$ cat src/logic/scie_pkg.sv
/*
  shared constants and types of the status clear and interrupt enable block.
  assumes a 32-bit AXI4-Lite register bus with registers on aligned words.
*/
`default_nettype none
package scie_pkg;

  // ----------------------------------------------------------------
  // register map
  // ----------------------------------------------------------------
  localparam logic [3:0] SCIE_OFS_STATUS = 4'h0;
  localparam logic [3:0] SCIE_OFS_CLEAR = 4'h4;
  localparam logic [3:0] SCIE_OFS_MASK = 4'h8;
  localparam logic [3:0] SCIE_OFS_ID = 4'hC;
  localparam int SCIE_ADDR_W = 4;
  localparam int SCIE_REG_W = 16;

  // ----------------------------------------------------------------
  // field positions
  // ----------------------------------------------------------------
  localparam int SCIE_BIT_SYNC_ERROR = 15;
  localparam int SCIE_BIT_FRAME = 14;
  localparam int SCIE_BIT_DMA_DONE = 13;
  localparam int SCIE_BIT_CMD_ERROR = 12;
  localparam int SCIE_BIT_VBLANK = 11;
  localparam int SCIE_BIT_CMD_END = 10;
  localparam int SCIE_BIT_SUSPEND = 9;
  localparam int SCIE_BIT_DRAW_BREAK = 7;
  localparam logic [15:0] SCIE_FLAG_MASK = 16'hFE80;

  // ----------------------------------------------------------------
  // reset values and codes
  // ----------------------------------------------------------------
  localparam logic [15:0] SCIE_RST_MASK = 16'h0000;
  localparam logic [15:0] SCIE_RST_FLAGS = 16'h0000;
  localparam logic [1:0] SCIE_RESP_OKAY = 2'h0;
  localparam logic [1:0] SCIE_RESP_SLVERR = 2'h2;
  // arbitrary identification value
  localparam logic [15:0] SCIE_ID_DEFAULT = 16'h5A5A;

  // ----------------------------------------------------------------
  // carrier types
  // ----------------------------------------------------------------
  typedef struct packed {
    logic [31:0] data;
    logic [1:0] resp;
  } scie_rd_t;

endpackage
`default_nettype wire

$ cat src/logic/scie_top.sv
/*
  status flag clear register, interrupt mask register and active-low
  interrupt request, reached over AXI4-Lite.
  assumes flag set events are one-cycle pulses on aclk from the same domain.
*/
// What this block does
// - write-one clear register over eight flag bits
// - clear register always reads back zero
// - bit 15 clears sync error flag
// - bit 14 clears frame flag
// - bit 13 clears dma done flag
// - bit 12 clears command error flag
// - bit 11 clears vertical blanking flag
// - bit 10 clears command end flag
// - bit 9 clears command suspend flag
// - bit 7 clears drawing break flag
// - read/write mask register gates each flag
// - mask bits 15..9,7 gate flags in order
// - irq_n low when any flag and mask set
// - drawing break flag raises irq like others
// - mask bits reset to zero
// - flags stay set until reset or clear
// - flags share bit positions with clear bits
`timescale 1ns/1ns
`default_nettype none
module scie_top
  import scie_pkg::*;
#(
  parameter logic [15:0] ID_VALUE = SCIE_ID_DEFAULT
) (
  input wire logic aclk,
  input wire logic aresetn,
  input wire logic [31:0] s_axi_awaddr,
  input wire logic [2:0] s_axi_awprot,
  input wire logic s_axi_awvalid,
  output logic s_axi_awready,
  input wire logic [31:0] s_axi_wdata,
  input wire logic [3:0] s_axi_wstrb,
  input wire logic s_axi_wvalid,
  output logic s_axi_wready,
  output logic [1:0] s_axi_bresp,
  output logic s_axi_bvalid,
  input wire logic s_axi_bready,
  input wire logic [31:0] s_axi_araddr,
  input wire logic [2:0] s_axi_arprot,
  input wire logic s_axi_arvalid,
  output logic s_axi_arready,
  output logic [31:0] s_axi_rdata,
  output logic [1:0] s_axi_rresp,
  output logic s_axi_rvalid,
  input wire logic s_axi_rready,
  input wire logic sync_error_set,
  input wire logic frame_set,
  input wire logic dma_done_set,
  input wire logic cmd_error_set,
  input wire logic vblank_set,
  input wire logic cmd_end_set,
  input wire logic suspend_set,
  input wire logic draw_break_set,
  output logic [15:0] status_flags,
  output logic irq_n
);

  // ----------------------------------------------------------------
  // helper functions
  // ----------------------------------------------------------------
  // word offset of a bus address; upper address bits alias
  function automatic logic [SCIE_ADDR_W-1:0] word_offset(input logic [31:0] addr);
    word_offset = {addr[SCIE_ADDR_W-1:2], 2'b00};
  endfunction

  // one flag bit: a set event beats a clear in the same cycle
  function automatic logic flag_next(input logic flag, input logic set_evt, input logic clr);
    flag_next = set_evt || (flag && !clr);
  endfunction

  // one interrupt term: a flag passes only with its mask bit
  function automatic logic irq_term(input logic flag, input logic enable);
    irq_term = flag && enable;
  endfunction

  // ----------------------------------------------------------------
  // write channel capture
  // ----------------------------------------------------------------
  logic aw_held;
  logic w_held;
  logic [SCIE_ADDR_W-1:0] aw_addr;
  logic [31:0] w_data;
  logic [3:0] w_strb;
  logic [15:0] interrupt_mask;

  wire logic aw_take = s_axi_awvalid && s_axi_awready;
  wire logic w_take = s_axi_wvalid && s_axi_wready;
  // a write fires once both halves are held and no response is pending
  wire logic wr_fire = aw_held && w_held && !s_axi_bvalid;
  wire logic wr_clear = wr_fire && (aw_addr == SCIE_OFS_CLEAR);
  wire logic wr_mask = wr_fire && (aw_addr == SCIE_OFS_MASK);
  wire logic wr_ok = wr_clear || wr_mask;
  wire logic [15:0] lane_mask = {{8{w_strb[1]}}, {8{w_strb[0]}}};

  // address and data arrive in either order; each waits here for the other
  always_ff @(posedge aclk) begin
    if (!aresetn) begin
      aw_held <= 1'b0;
      aw_addr <= '0;
    end else if (aw_take) begin
      aw_held <= 1'b1;
      aw_addr <= word_offset(s_axi_awaddr);
    end else if (wr_fire) begin
      aw_held <= 1'b0;
    end
  end

  always_ff @(posedge aclk) begin
    if (!aresetn) begin
      w_held <= 1'b0;
      w_data <= '0;
      w_strb <= '0;
    end else if (w_take) begin
      w_held <= 1'b1;
      w_data <= s_axi_wdata;
      w_strb <= s_axi_wstrb;
    end else if (wr_fire) begin
      w_held <= 1'b0;
    end
  end

  // ----------------------------------------------------------------
  // handshake readies
  // ----------------------------------------------------------------
  // ready drops after each pulse so a held valid is never taken twice
  always_ff @(posedge aclk) begin
    if (!aresetn) begin
      s_axi_awready <= 1'b0;
      s_axi_wready <= 1'b0;
    end else begin
      s_axi_awready <= !aw_held && !aw_take && !s_axi_awready;
      s_axi_wready <= !w_held && !w_take && !s_axi_wready;
    end
  end

  // ----------------------------------------------------------------
  // write response
  // ----------------------------------------------------------------
  always_ff @(posedge aclk) begin
    if (!aresetn) begin
      s_axi_bvalid <= 1'b0;
      s_axi_bresp <= SCIE_RESP_OKAY;
    end else if (wr_fire) begin
      s_axi_bvalid <= 1'b1;
      s_axi_bresp <= wr_ok ? SCIE_RESP_OKAY : SCIE_RESP_SLVERR;
    end else if (s_axi_bready) begin
      s_axi_bvalid <= 1'b0;
    end
  end

  // ----------------------------------------------------------------
  // flags, clear pulse and mask
  // ----------------------------------------------------------------
  // the clear pulse lives for one cycle only, so nothing stores it
  wire logic [15:0] clear_pulse = wr_clear ? (w_data[15:0] & lane_mask & SCIE_FLAG_MASK) : 16'h0000;
  wire logic [15:0] next_mask = ((interrupt_mask & ~lane_mask) | (w_data[15:0] & lane_mask)) & SCIE_FLAG_MASK;

  // ----------------------------------------------------------------
  // per-flag clear strobes, present flags and mask bits
  // ----------------------------------------------------------------
  wire logic sync_error_clear = clear_pulse[SCIE_BIT_SYNC_ERROR];
  wire logic frame_flag_clear = clear_pulse[SCIE_BIT_FRAME];
  wire logic dma_done_clear = clear_pulse[SCIE_BIT_DMA_DONE];
  wire logic cmd_error_clear = clear_pulse[SCIE_BIT_CMD_ERROR];
  wire logic vblank_clear = clear_pulse[SCIE_BIT_VBLANK];
  wire logic cmd_end_clear = clear_pulse[SCIE_BIT_CMD_END];
  wire logic suspend_clear = clear_pulse[SCIE_BIT_SUSPEND];
  wire logic draw_break_clear = clear_pulse[SCIE_BIT_DRAW_BREAK];

  wire logic sync_error_flag = status_flags[SCIE_BIT_SYNC_ERROR];
  wire logic frame_flag = status_flags[SCIE_BIT_FRAME];
  wire logic dma_done_flag = status_flags[SCIE_BIT_DMA_DONE];
  wire logic cmd_error_flag = status_flags[SCIE_BIT_CMD_ERROR];
  wire logic vblank_flag = status_flags[SCIE_BIT_VBLANK];
  wire logic cmd_end_flag = status_flags[SCIE_BIT_CMD_END];
  wire logic suspend_flag = status_flags[SCIE_BIT_SUSPEND];
  wire logic draw_break_flag = status_flags[SCIE_BIT_DRAW_BREAK];

  wire logic sync_error_enable = interrupt_mask[SCIE_BIT_SYNC_ERROR];
  wire logic frame_enable = interrupt_mask[SCIE_BIT_FRAME];
  wire logic dma_done_enable = interrupt_mask[SCIE_BIT_DMA_DONE];
  wire logic cmd_error_enable = interrupt_mask[SCIE_BIT_CMD_ERROR];
  wire logic vblank_enable = interrupt_mask[SCIE_BIT_VBLANK];
  wire logic cmd_end_enable = interrupt_mask[SCIE_BIT_CMD_END];
  wire logic suspend_enable = interrupt_mask[SCIE_BIT_SUSPEND];
  wire logic draw_break_enable = interrupt_mask[SCIE_BIT_DRAW_BREAK];

  // ----------------------------------------------------------------
  // next flag values and interrupt terms
  // ----------------------------------------------------------------
  // flags keep their bit positions; bit 8 and bits 6..0 stay zero
  wire logic [15:0] next_flags = {
    flag_next(sync_error_flag, sync_error_set, sync_error_clear),
    flag_next(frame_flag, frame_set, frame_flag_clear),
    flag_next(dma_done_flag, dma_done_set, dma_done_clear),
    flag_next(cmd_error_flag, cmd_error_set, cmd_error_clear),
    flag_next(vblank_flag, vblank_set, vblank_clear),
    flag_next(cmd_end_flag, cmd_end_set, cmd_end_clear),
    flag_next(suspend_flag, suspend_set, suspend_clear),
    1'b0,
    flag_next(draw_break_flag, draw_break_set, draw_break_clear),
    7'h00
  };

  wire logic sync_error_irq = irq_term(sync_error_flag, sync_error_enable);
  wire logic frame_irq = irq_term(frame_flag, frame_enable);
  wire logic dma_done_irq = irq_term(dma_done_flag, dma_done_enable);
  wire logic cmd_error_irq = irq_term(cmd_error_flag, cmd_error_enable);
  wire logic vblank_irq = irq_term(vblank_flag, vblank_enable);
  wire logic cmd_end_irq = irq_term(cmd_end_flag, cmd_end_enable);
  wire logic suspend_irq = irq_term(suspend_flag, suspend_enable);
  wire logic draw_break_irq = irq_term(draw_break_flag, draw_break_enable);
  wire logic irq_any = sync_error_irq || frame_irq || dma_done_irq || cmd_error_irq ||
    vblank_irq || cmd_end_irq || suspend_irq || draw_break_irq;

  always_ff @(posedge aclk) begin
    if (!aresetn) begin
      status_flags <= SCIE_RST_FLAGS;
    end else begin
      status_flags <= next_flags;
    end
  end

  always_ff @(posedge aclk) begin
    if (!aresetn) begin
      interrupt_mask <= SCIE_RST_MASK;
    end else if (wr_mask) begin
      interrupt_mask <= next_mask;
    end
  end

  // ----------------------------------------------------------------
  // interrupt request
  // ----------------------------------------------------------------
  // registered so a settling flag or mask term never glitches the pin
  always_ff @(posedge aclk) begin
    if (!aresetn) begin
      irq_n <= 1'b1;
    end else begin
      irq_n <= !irq_any;
    end
  end

  // ----------------------------------------------------------------
  // read channel
  // ----------------------------------------------------------------
  wire logic ar_take = s_axi_arvalid && s_axi_arready;
  wire logic [SCIE_ADDR_W-1:0] rd_addr = word_offset(s_axi_araddr);
  wire logic rd_status = (rd_addr == SCIE_OFS_STATUS);
  wire logic rd_clear = (rd_addr == SCIE_OFS_CLEAR);
  wire logic rd_mask = (rd_addr == SCIE_OFS_MASK);
  wire logic rd_id = (rd_addr == SCIE_OFS_ID);
  // one answer word per register, then the address picks one
  wire scie_rd_t status_word = scie_rd_t'{data: {16'h0000, status_flags}, resp: SCIE_RESP_OKAY};
  wire scie_rd_t clear_word = scie_rd_t'{data: 32'h00000000, resp: SCIE_RESP_OKAY};
  wire scie_rd_t mask_word = scie_rd_t'{data: {16'h0000, interrupt_mask}, resp: SCIE_RESP_OKAY};
  wire scie_rd_t id_word = scie_rd_t'{data: {16'h0000, ID_VALUE}, resp: SCIE_RESP_OKAY};
  wire scie_rd_t miss_word = scie_rd_t'{data: 32'h00000000, resp: SCIE_RESP_SLVERR};
  wire scie_rd_t rd_word = rd_status ? status_word :
    rd_clear ? clear_word :
    rd_mask ? mask_word :
    rd_id ? id_word :
    miss_word;

  always_ff @(posedge aclk) begin
    if (!aresetn) begin
      s_axi_arready <= 1'b0;
    end else begin
      s_axi_arready <= !s_axi_rvalid && !ar_take && !s_axi_arready;
    end
  end

  // ----------------------------------------------------------------
  // read answer
  // ----------------------------------------------------------------
  always_ff @(posedge aclk) begin
    if (!aresetn) begin
      s_axi_rvalid <= 1'b0;
      s_axi_rdata <= 32'h00000000;
      s_axi_rresp <= SCIE_RESP_OKAY;
    end else if (ar_take) begin
      s_axi_rvalid <= 1'b1;
      s_axi_rdata <= rd_word.data;
      s_axi_rresp <= rd_word.resp;
    end else if (s_axi_rready) begin
      s_axi_rvalid <= 1'b0;
    end
  end

endmodule
`default_nettype wire
$ cat config.mk
export PLATFORM = sky130hd
export DESIGN_NAME = scie_top
export DESIGN_NICKNAME = d
export VERILOG_FILES = /design/src/logic/scie_pkg.sv /design/src/logic/scie_top.sv
export SDC_FILE = /design/constraint.sdc
export NUM_CORES = 1
export LEC_CHECK = 0
export BUFFER_PORTS_ARGS = -buffer_cell sky130_fd_sc_hd__buf_2
export CAP_MARGIN = 0
export CELL_PAD_IN_SITES_DETAIL_PLACEMENT = 1
export CELL_PAD_IN_SITES_GLOBAL_PLACEMENT = 1
export CORE_MARGIN = 1.5
export CORE_UTILIZATION = 26
export CTS_CLUSTER_DIAMETER = 60
export DETAILED_ROUTE_END_ITERATION = 6
export PLACE_DENSITY_LB_ADDON = 0.1
export SLEW_MARGIN = 20
export SYNTH_ARGS = -nofsm -noshare
export SYNTH_HDL_FRONTEND = slang
export SYNTH_SLANG_ARGS = --single-unit
$ cat constraint.sdc
create_clock -name aclk -period 1.8 [get_ports aclk]
set_clock_uncertainty 0.1 [all_clocks]
set_input_delay 0.09 -clock aclk [delete_from_list [all_inputs] [get_ports aclk]]
set_output_delay 0.09 -clock aclk [all_outputs]
set_load 0.01 [all_outputs]
==> results summary, run 1 <==
The flow ran to the end, and the final reports show no timing, DRC or antenna violations. The portion of synthesized cell area occupied by the leading cell type came out at 0.435. The share of total power dissipated in sequential elements is 0.535. The aggregate global-route resource usage is 0.126. The number of antenna diodes came out at 0. The worst setup slack for register-to-register paths came out at approximately 0.42 ns. The number of slew-limit violations in the final report is 0. The setup TNS came out at 0 ns. The area used by sequential logic in the layout came out at 941 um^2. In the post-synthesis netlist, the cell with the most instances is nand2_1. The logic depth of the worst register-to-register path came out at 4. The initial antenna violation count was 0. At the end of routability-driven placement, the weighted congestion stood at 0.674. The number of cells in the design after placement came out at slightly below 400. IR analysis of the VDD net gives a maximum drop of around 0.34 mV. The routed layout has around 1800 vias. The core region is roughly 8000 um^2. The number of nets with antenna violations after routing came out at 0. The register bit total from synthesis came out at 47.

The critical path capture point type is a flip-flop. The number of nets in the finished design came out at about 450. In the routed design, unresolved DRC markers number 0. Ranked by instance count, the synthesized netlist is headed by nand2_1, dfxtp_1, buf_4. The worst min-delay path class is input pin to flip-flop.

The part of the cycle the worst path needs came out at 0.769. The average cell area after synthesis is roughly 8.7 um^2. After technology mapping, the gate count stands at approximately 250. In the final layout, the multi-input gates occupy 978 um^2. The net switching fraction of the power is 0.258. The clock slew at the register clock pins of the worst setup and hold paths is 0.09 ns. CTS saw 47 sinks. The width of the chip came out at 94.2 um. The fraction of final layout cells sized beyond drive strength 1 is 0.218. For this run, the leading register cell type out of synthesis is dfxtp_1. The power density over the cells came out at between 700 and 800 nW/um^2. The TritonCTS buffer count is 5. The beginning of the worst register-to-register path is w_held$_SDFFE_PN0P_. The deepest level of the CTS H-tree is 2. The clock latency reported for the late side of the worst-skew pair is between 0.2 and 0.3 ns. The number of maximum-capacitance violations is 0. In this run the cell area of the synthesized design comes to approximately 2200 um^2. The proportion of synthesized chip area in sequential cells came out at 0.435. After synthesis, the netlist uses 30 different library cells.

The post-route cell area came out at ~2800 um^2. The maximum count of clock buffers along a single path is 2. The first global-routing pass estimated approximately 8500 um of wire. The worst path arrival time is ~1.5 ns. The die footprint is around 8900 um^2. The biggest area contributor in the post-synthesis netlist is dfxtp_1. Of the total power, combinational logic draws 0.130.

Sorting the synthesized cells by area gives the leading types as dfxtp_1, buf_4, nand2_1. Counting flops with an async set or reset pin after synthesis yields a share of 0. During placement, the flow inserted port buffers numbering 56. The synthesized design contains 0 enable-type register cells. The worst hold path depth came out at 3. The count of routing violations after the opening detailed-route iteration is 66. The post-detailed-placement cell area came out at around 2400 um^2. In this run the worst path has a maximum fanout of 7. The clock tree root driver cell is clkbuf_8. The average wire per cell in the routed design came out at roughly 13 um. The initial cell density of the core came out at 0.266. The Yosys warning count came out at 0. The total of endpoints with negative setup slack in the final report is 0.

TritonCTS built the clock tree. The die boundary height is 94.2 um. The number of gates resized after CTS was 0. The post-route non-filler standard cell count came out at 430. The maximum number of pins on one net before global-route repair came out at 35. The setup path with the least slack is of type flip-flop to flip-flop.

The area added between synthesis and finish came out at 28.0%. The total congestion overflow came out at 0. The final wirelength is approximately 5500 um. The proportion of power drawn by the clock network is 0.335. In this run the core area contains 33 standard-cell rows. The detail-routed via count per cell is roughly 4.3. The analysis attributes to net switching a power of between 0.5 and 0.6 mW. Setup repair after global routing left no endpoint under its margin. The number of global-route vias before repair came out at around 1700. The required time of the critical path came out at 1.93 ns. In this run the count of I/O pins placed on the die edge is 179. In this run the most critical hold path is launched from s_axi_awvalid. STA classifies the critical path startpoint as a flip-flop. The critical path starts at w_held$_SDFFE_PN0P_.

Counting I/O delays and the setup requirement, the final critical path takes approximately 1.4 ns. The number of filler cells placed in the layout came out at 1014. The number of hold violations in the final report came to 0.

Internal power comes to about 1.6 mW. The leakage dissipation came out at about 1.2 nW. The post-DP HPWL came out at slightly below 4000 um. For this run, the top clock speed supported by timing is a little over 700 MHz.

The number of search-and-repair iterations in the first detailed-routing pass is 4.
## worst min path at each step
stage	slack (ns)	end
2_1_floorplan	0.13	w_data[10]$_SDFFE_PN0P_
3_3_place_gp	0.25	w_data[15]$_SDFFE_PN0P_
3_5_place_dp	0.26	w_data[14]$_SDFFE_PN0P_
4_1_cts	0.02	aw_held$_SDFFE_PN0P_
5_1_grt	0.03	w_data[9]$_SDFFE_PN0P_
6_report	0.02	aw_held$_SDFFE_PN0P_
## metal layers
| layer | track usage | part of all wire | up-vias |
|---|---|---|---|
| li1 | - | - | 925 |
| met2 | 0.198 | 0.45 | 59 |
| met4 | 0.0410 | 0.010 | 0 |
| met3 | 0.0307 | 0.058 | 4 |
| met1 | 0.169 | 0.48 | 850 |
| met5 | 0 | 0 | - |
## layout make-up
cell class	instances	share of cell area
inverter	9	0.0122
multi-input combinational	174	0.353
timing repair buffer	87	0.211
tap	105	0.0474
clock buffer	8	0.0361
sequential	47	0.340
## cell families (layout without fill, tap and decap cells)
| logic type | count (synthesis) | count (layout) | share of synthesized area |
|---|---|---|---|
| multiplexers | 13 | 13 | 0.0601 |
| AND/OR/NAND/NOR | 76 | 76 | 0.167 |
| buffers and inverters | 56 | 104 | 0.164 |
| flip-flops | 47 | 47 | 0.435 |
| other | 1 | 30 | 0.00173 |
| XOR/XNOR | 1 | 1 | 0.00405 |
| AO/OA/AOI/OAI | 54 | 54 | 0.169 |
## critical path: stages, from the launching register on
cell and delay [ns]:
dfxtp_1 0.43, and4b_1 0.24, and3b_1 0.17, buf_4 0.19
mux2i_1 0.20
## repair_timing
item | in CTS | in global routing
hold buffers | 24 | 0
endpoints found under the hold margin | 22 | 0
buffers inserted | 0 | 0
## power groups by stage
| stage | logic, mW | clock network, mW | registers (mW) |
|---|---|---|---|
| 6_report | 0.274 | 0.706 | 1.13 |
| 5_1_grt | 0.310 | 0.780 | 1.14 |
| 4_1_cts | 0.278 | 0.732 | 1.13 |
| 3_5_place_dp | 0.239 | 0 | 1.15 |
| 3_3_place_gp | 0.238 | 0 | 1.15 |
| 2_1_floorplan | 0.178 | 0 | 1.15 |
## cells in the final DEF, fill, tap and decap left out, types with 2 or more instances in the layout
master,instances
o21ai_0,17
buf_2,56
dfxtp_1,47
or3_1,4
and2_1,2
nor3b_1,3
nand2_1,51
a31oi_1,4
a41oi_1,8
mux2i_1,13
a21boi_0,20
nand3_1,3
inv_1,9
conb_1,30
and3b_1,2
buf_4,6
clkbuf_8,7
dlygate4sd3_1,24
a22oi_1,4
nor2b_1,3
## stage by stage
stage                     utilization  hold WS, ns  setup WS, ns  power (mW)
after detailed placement        0.299        0.256         0.407        1.39
after global placement          0.299        0.246         0.443        1.39
after floorplan                     -        0.135         0.453        1.33
final                           0.341       0.0219         0.416        2.11
after CTS                       0.341       0.0165         0.381        2.14
after global routing            0.341       0.0273         0.286        2.23
Power figures use the tool's default switching activity.
==> inputs of run 2 (changes only) <==
- clock period: 1.8 -> 1.3 ns (I/O delays scaled with it)
==> results summary, run 2 (synthesis results as in run 1) <==
The flow ran to the end, and the final reports show no timing, DRC or antenna violations. The maximum clock rate came to 777 MHz (+7.6%). The average wire per cell in the routed design is 12.9 um (+0.48%). The number of nets in the finished design came out at 455 (+2.2%). The site row count came out at 33 (unchanged).

CTS placed an instance of clkbuf_8 at the clock tree root. The number of cells in the design after placement is 406 (+2.0%). The TritonCTS buffer count is 5 (unchanged). In this run the worst setup path begins at s_axi_bvalid$_SDFFE_PN0P_. The proportion of power drawn by the clock network is 0.398 (+0.063).

The aggregate global-route resource usage came out at 0.130 (+0.00355). The placer congestion estimate came out at 0.706 (+4.7%). The combinational share of power is 0.127 (-0.003). TritonCTS built the clock tree. The clock net sink count is 47 (unchanged). The share of total power in sequential cells came to 0.475 (-0.060). The worst setup path is captured at a flip-flop. The detail-routed via count per cell came to 4.28 (+0.23%). The total of endpoints with negative setup slack in the final report is 0 (unchanged). The number of remaining DRC errors came out at 0 (unchanged). The initial antenna violation count was 0 (unchanged). The net switching fraction of the power is 0.246 (-0.0126). The worst register-to-register path begins at s_axi_bvalid$_SDFFE_PN0P_. Setup repair after global routing could not meet its margin everywhere. The peak supply drop was 0.360 mV (+7.1%). The post-route cell area came out at 2900 um^2 (+4.7%). The final wirelength came out at 5660 um (+2.8%).

The internal power summed over all cells came out at 2.47 mW (+58%). In this run the worst hold path is classified as input pin to flip-flop. The first-pass GRT wire length was 8820 um (+4.2%). The number of maximum-capacitance violations came out at 0 (unchanged). The global routing met2 resource utilization came out at 0.198 (+0.000600).

The number of hold violations in the final report came out at 0 (unchanged). The maximum fanout along the worst path came to 7 (unchanged). The fraction of final layout cells sized beyond drive strength 1 is 0.257 (+0.0383). The maximum number of pins on one net before global-route repair came to 56 (+60%).

The area taken by multi-input logic gates came out at 982 um^2 (+0.38%). The number of slew-limit violations in the final report was 0 (unchanged). The clock slew at the register clock pins of the worst setup and hold paths is 0.10 ns (about the same). The power density over the cells came out at 1130 nW/um^2 (+48%). The number of nets with antenna violations after routing is 0 (unchanged). The die boundary height came out at 94.2 um (unchanged). STA classifies the critical path startpoint as a flip-flop. The routed via count came to 1885 (+2.6%). The number of global-route vias before repair came out at 1760 (+5.8%). The library cells used most frequently in the layout, excluding fill and tap cells, are buf_2, nand2_1, dfxtp_1, conb_1, dlygate4sd3_1. The total of buffers placed on input and output ports is 56 (unchanged). The routing usage on met1 was 0.173 (+0.00423).

The post-route non-filler standard cell count was 440 (+2.3%). The number of filler cells placed in the layout came out at 996 (-1.8%). The placeable core region is 8130 um^2 (unchanged). The deepest level of the CTS H-tree is 2 (unchanged). The total congestion overflow came out at 0 (unchanged). The maximum count of clock buffers along a single path is 2 (unchanged). The worst hold path begins at s_axi_araddr[2]. The part of the cycle the worst path needs came to 0.990 (+0.221).

The leakage dissipation came out at 1.26 nW (+6.3%). Leaving out fill and tap cells, the most frequent cell in the layout is buf_2. The post-detailed-placement cell area is 2500 um^2 (+3.0%). The number of search-and-repair iterations in the first detailed-routing pass is 4 (unchanged).

The I/O pin count is 179 (unchanged). The minimum period implied by the final worst setup slack is 1.29 ns (-0.0974 ns). The met3 track demand over resource in global routing came out at 0.0332 (+0.00243). The number of antenna diodes came to 0 (unchanged). The initial cell density of the core came out at 0.266 (unchanged). The die footprint came out at 8880 um^2 (unchanged). The layer flagged by global routing as most heavily used is met2. The required time of the critical path is 1.43 ns (-0.50 ns). The area added between synthesis and finish is 34.0%. The clock latency reported for the late side of the worst-skew pair was 0.30 ns (about the same). The area used by sequential logic in the layout came to 942 um^2 (+0.13%). The width of the chip came out at 94.2 um (unchanged). The post-DP HPWL came out at 3920 um (-0.62%). The count of routing violations after the opening detailed-route iteration came to 33 (-50%).

The worst path arrival time was 1.42 ns (-0.10 ns). The total net switching power is 0.804 mW (+48%). The category of the critical setup timing path is flip-flop to flip-flop.
[run 2: final timing paths]
path	slack [ns]	to	cells after the start
worst max-delay path	0.01	flip-flop	4
worst min-delay path	0.007	s_axi_rdata[6]$_SDFFE_PN0P_	3
worst max register to register	0.01	flip-flop	4
worst min register to register	0.35	s_axi_arready$_SDFF_PN0_	1
[run 2: power groups by stage]
stage / sequential [mW] / combinational, mW / clock, mW
after floorplan: 1.60 / 0.247 / 0
after global placement: 1.58 / 0.363 / 0
after detailed placement: 1.59 / 0.365 / 0
after CTS: 1.55 / 0.420 / 1.33
after global routing: 1.56 / 0.467 / 1.39
final: 1.55 / 0.416 / 1.30
[run 2: what timing repair did]
action	4_1_cts	5_1_grt
setup buffers	2	1
hold endpoints to repair	23	0
resized for setup	1	2
setup endpoints to repair	7	11
hold buffers	23	0
[run 2: per-layer routing]
| layer | up-vias | wire, um |
|---|---|---|
| li1 | 947 | - |
| met1 | 869 | 2770 |
| met2 | 62 | 2460 |
| met3 | 7 | 346 |
| met4 | 0 | 87 |
| met5 | - | 0 |
[run 2: cell type report]
class	count	area share
clock buffers	5	0.0237
clock inverters	3	0.0233
inverters	9	0.0116
multi-input cells	174	0.339
flip-flops and latches	47	0.325
well taps	105	0.0453
repair buffers	97	0.233
[run 2: stage by stage]
| step | power [mW] | setup TNS (ns) | utilization | hold slack, ns | setup slack (ns) |
|---|---|---|---|---|---|
| after detailed placement | 1.95 | 0 | 0.308 | 0.225 | 0.00371 |
| after global routing | 3.42 | -0.261 | 0.357 | 0.0238 | -0.0675 |
| after CTS | 3.31 | -0.00698 | 0.355 | 0.0110 | -0.00698 |
| final | 3.27 | 0 | 0.357 | 0.00696 | 0.0135 |
| after global placement | 1.95 | 0 | 0.308 | 0.222 | 0.0318 |
| after floorplan | 1.84 | -0.105 | - | 0.110 | -0.0150 |
[run 2: worst max-delay path, stage by stage, from the launching register on]
cell and delay, ns:
dfxtp_2 0.33, and4b_1 0.26, and3b_2 0.21, buf_12 0.13
mux2i_1 0.19
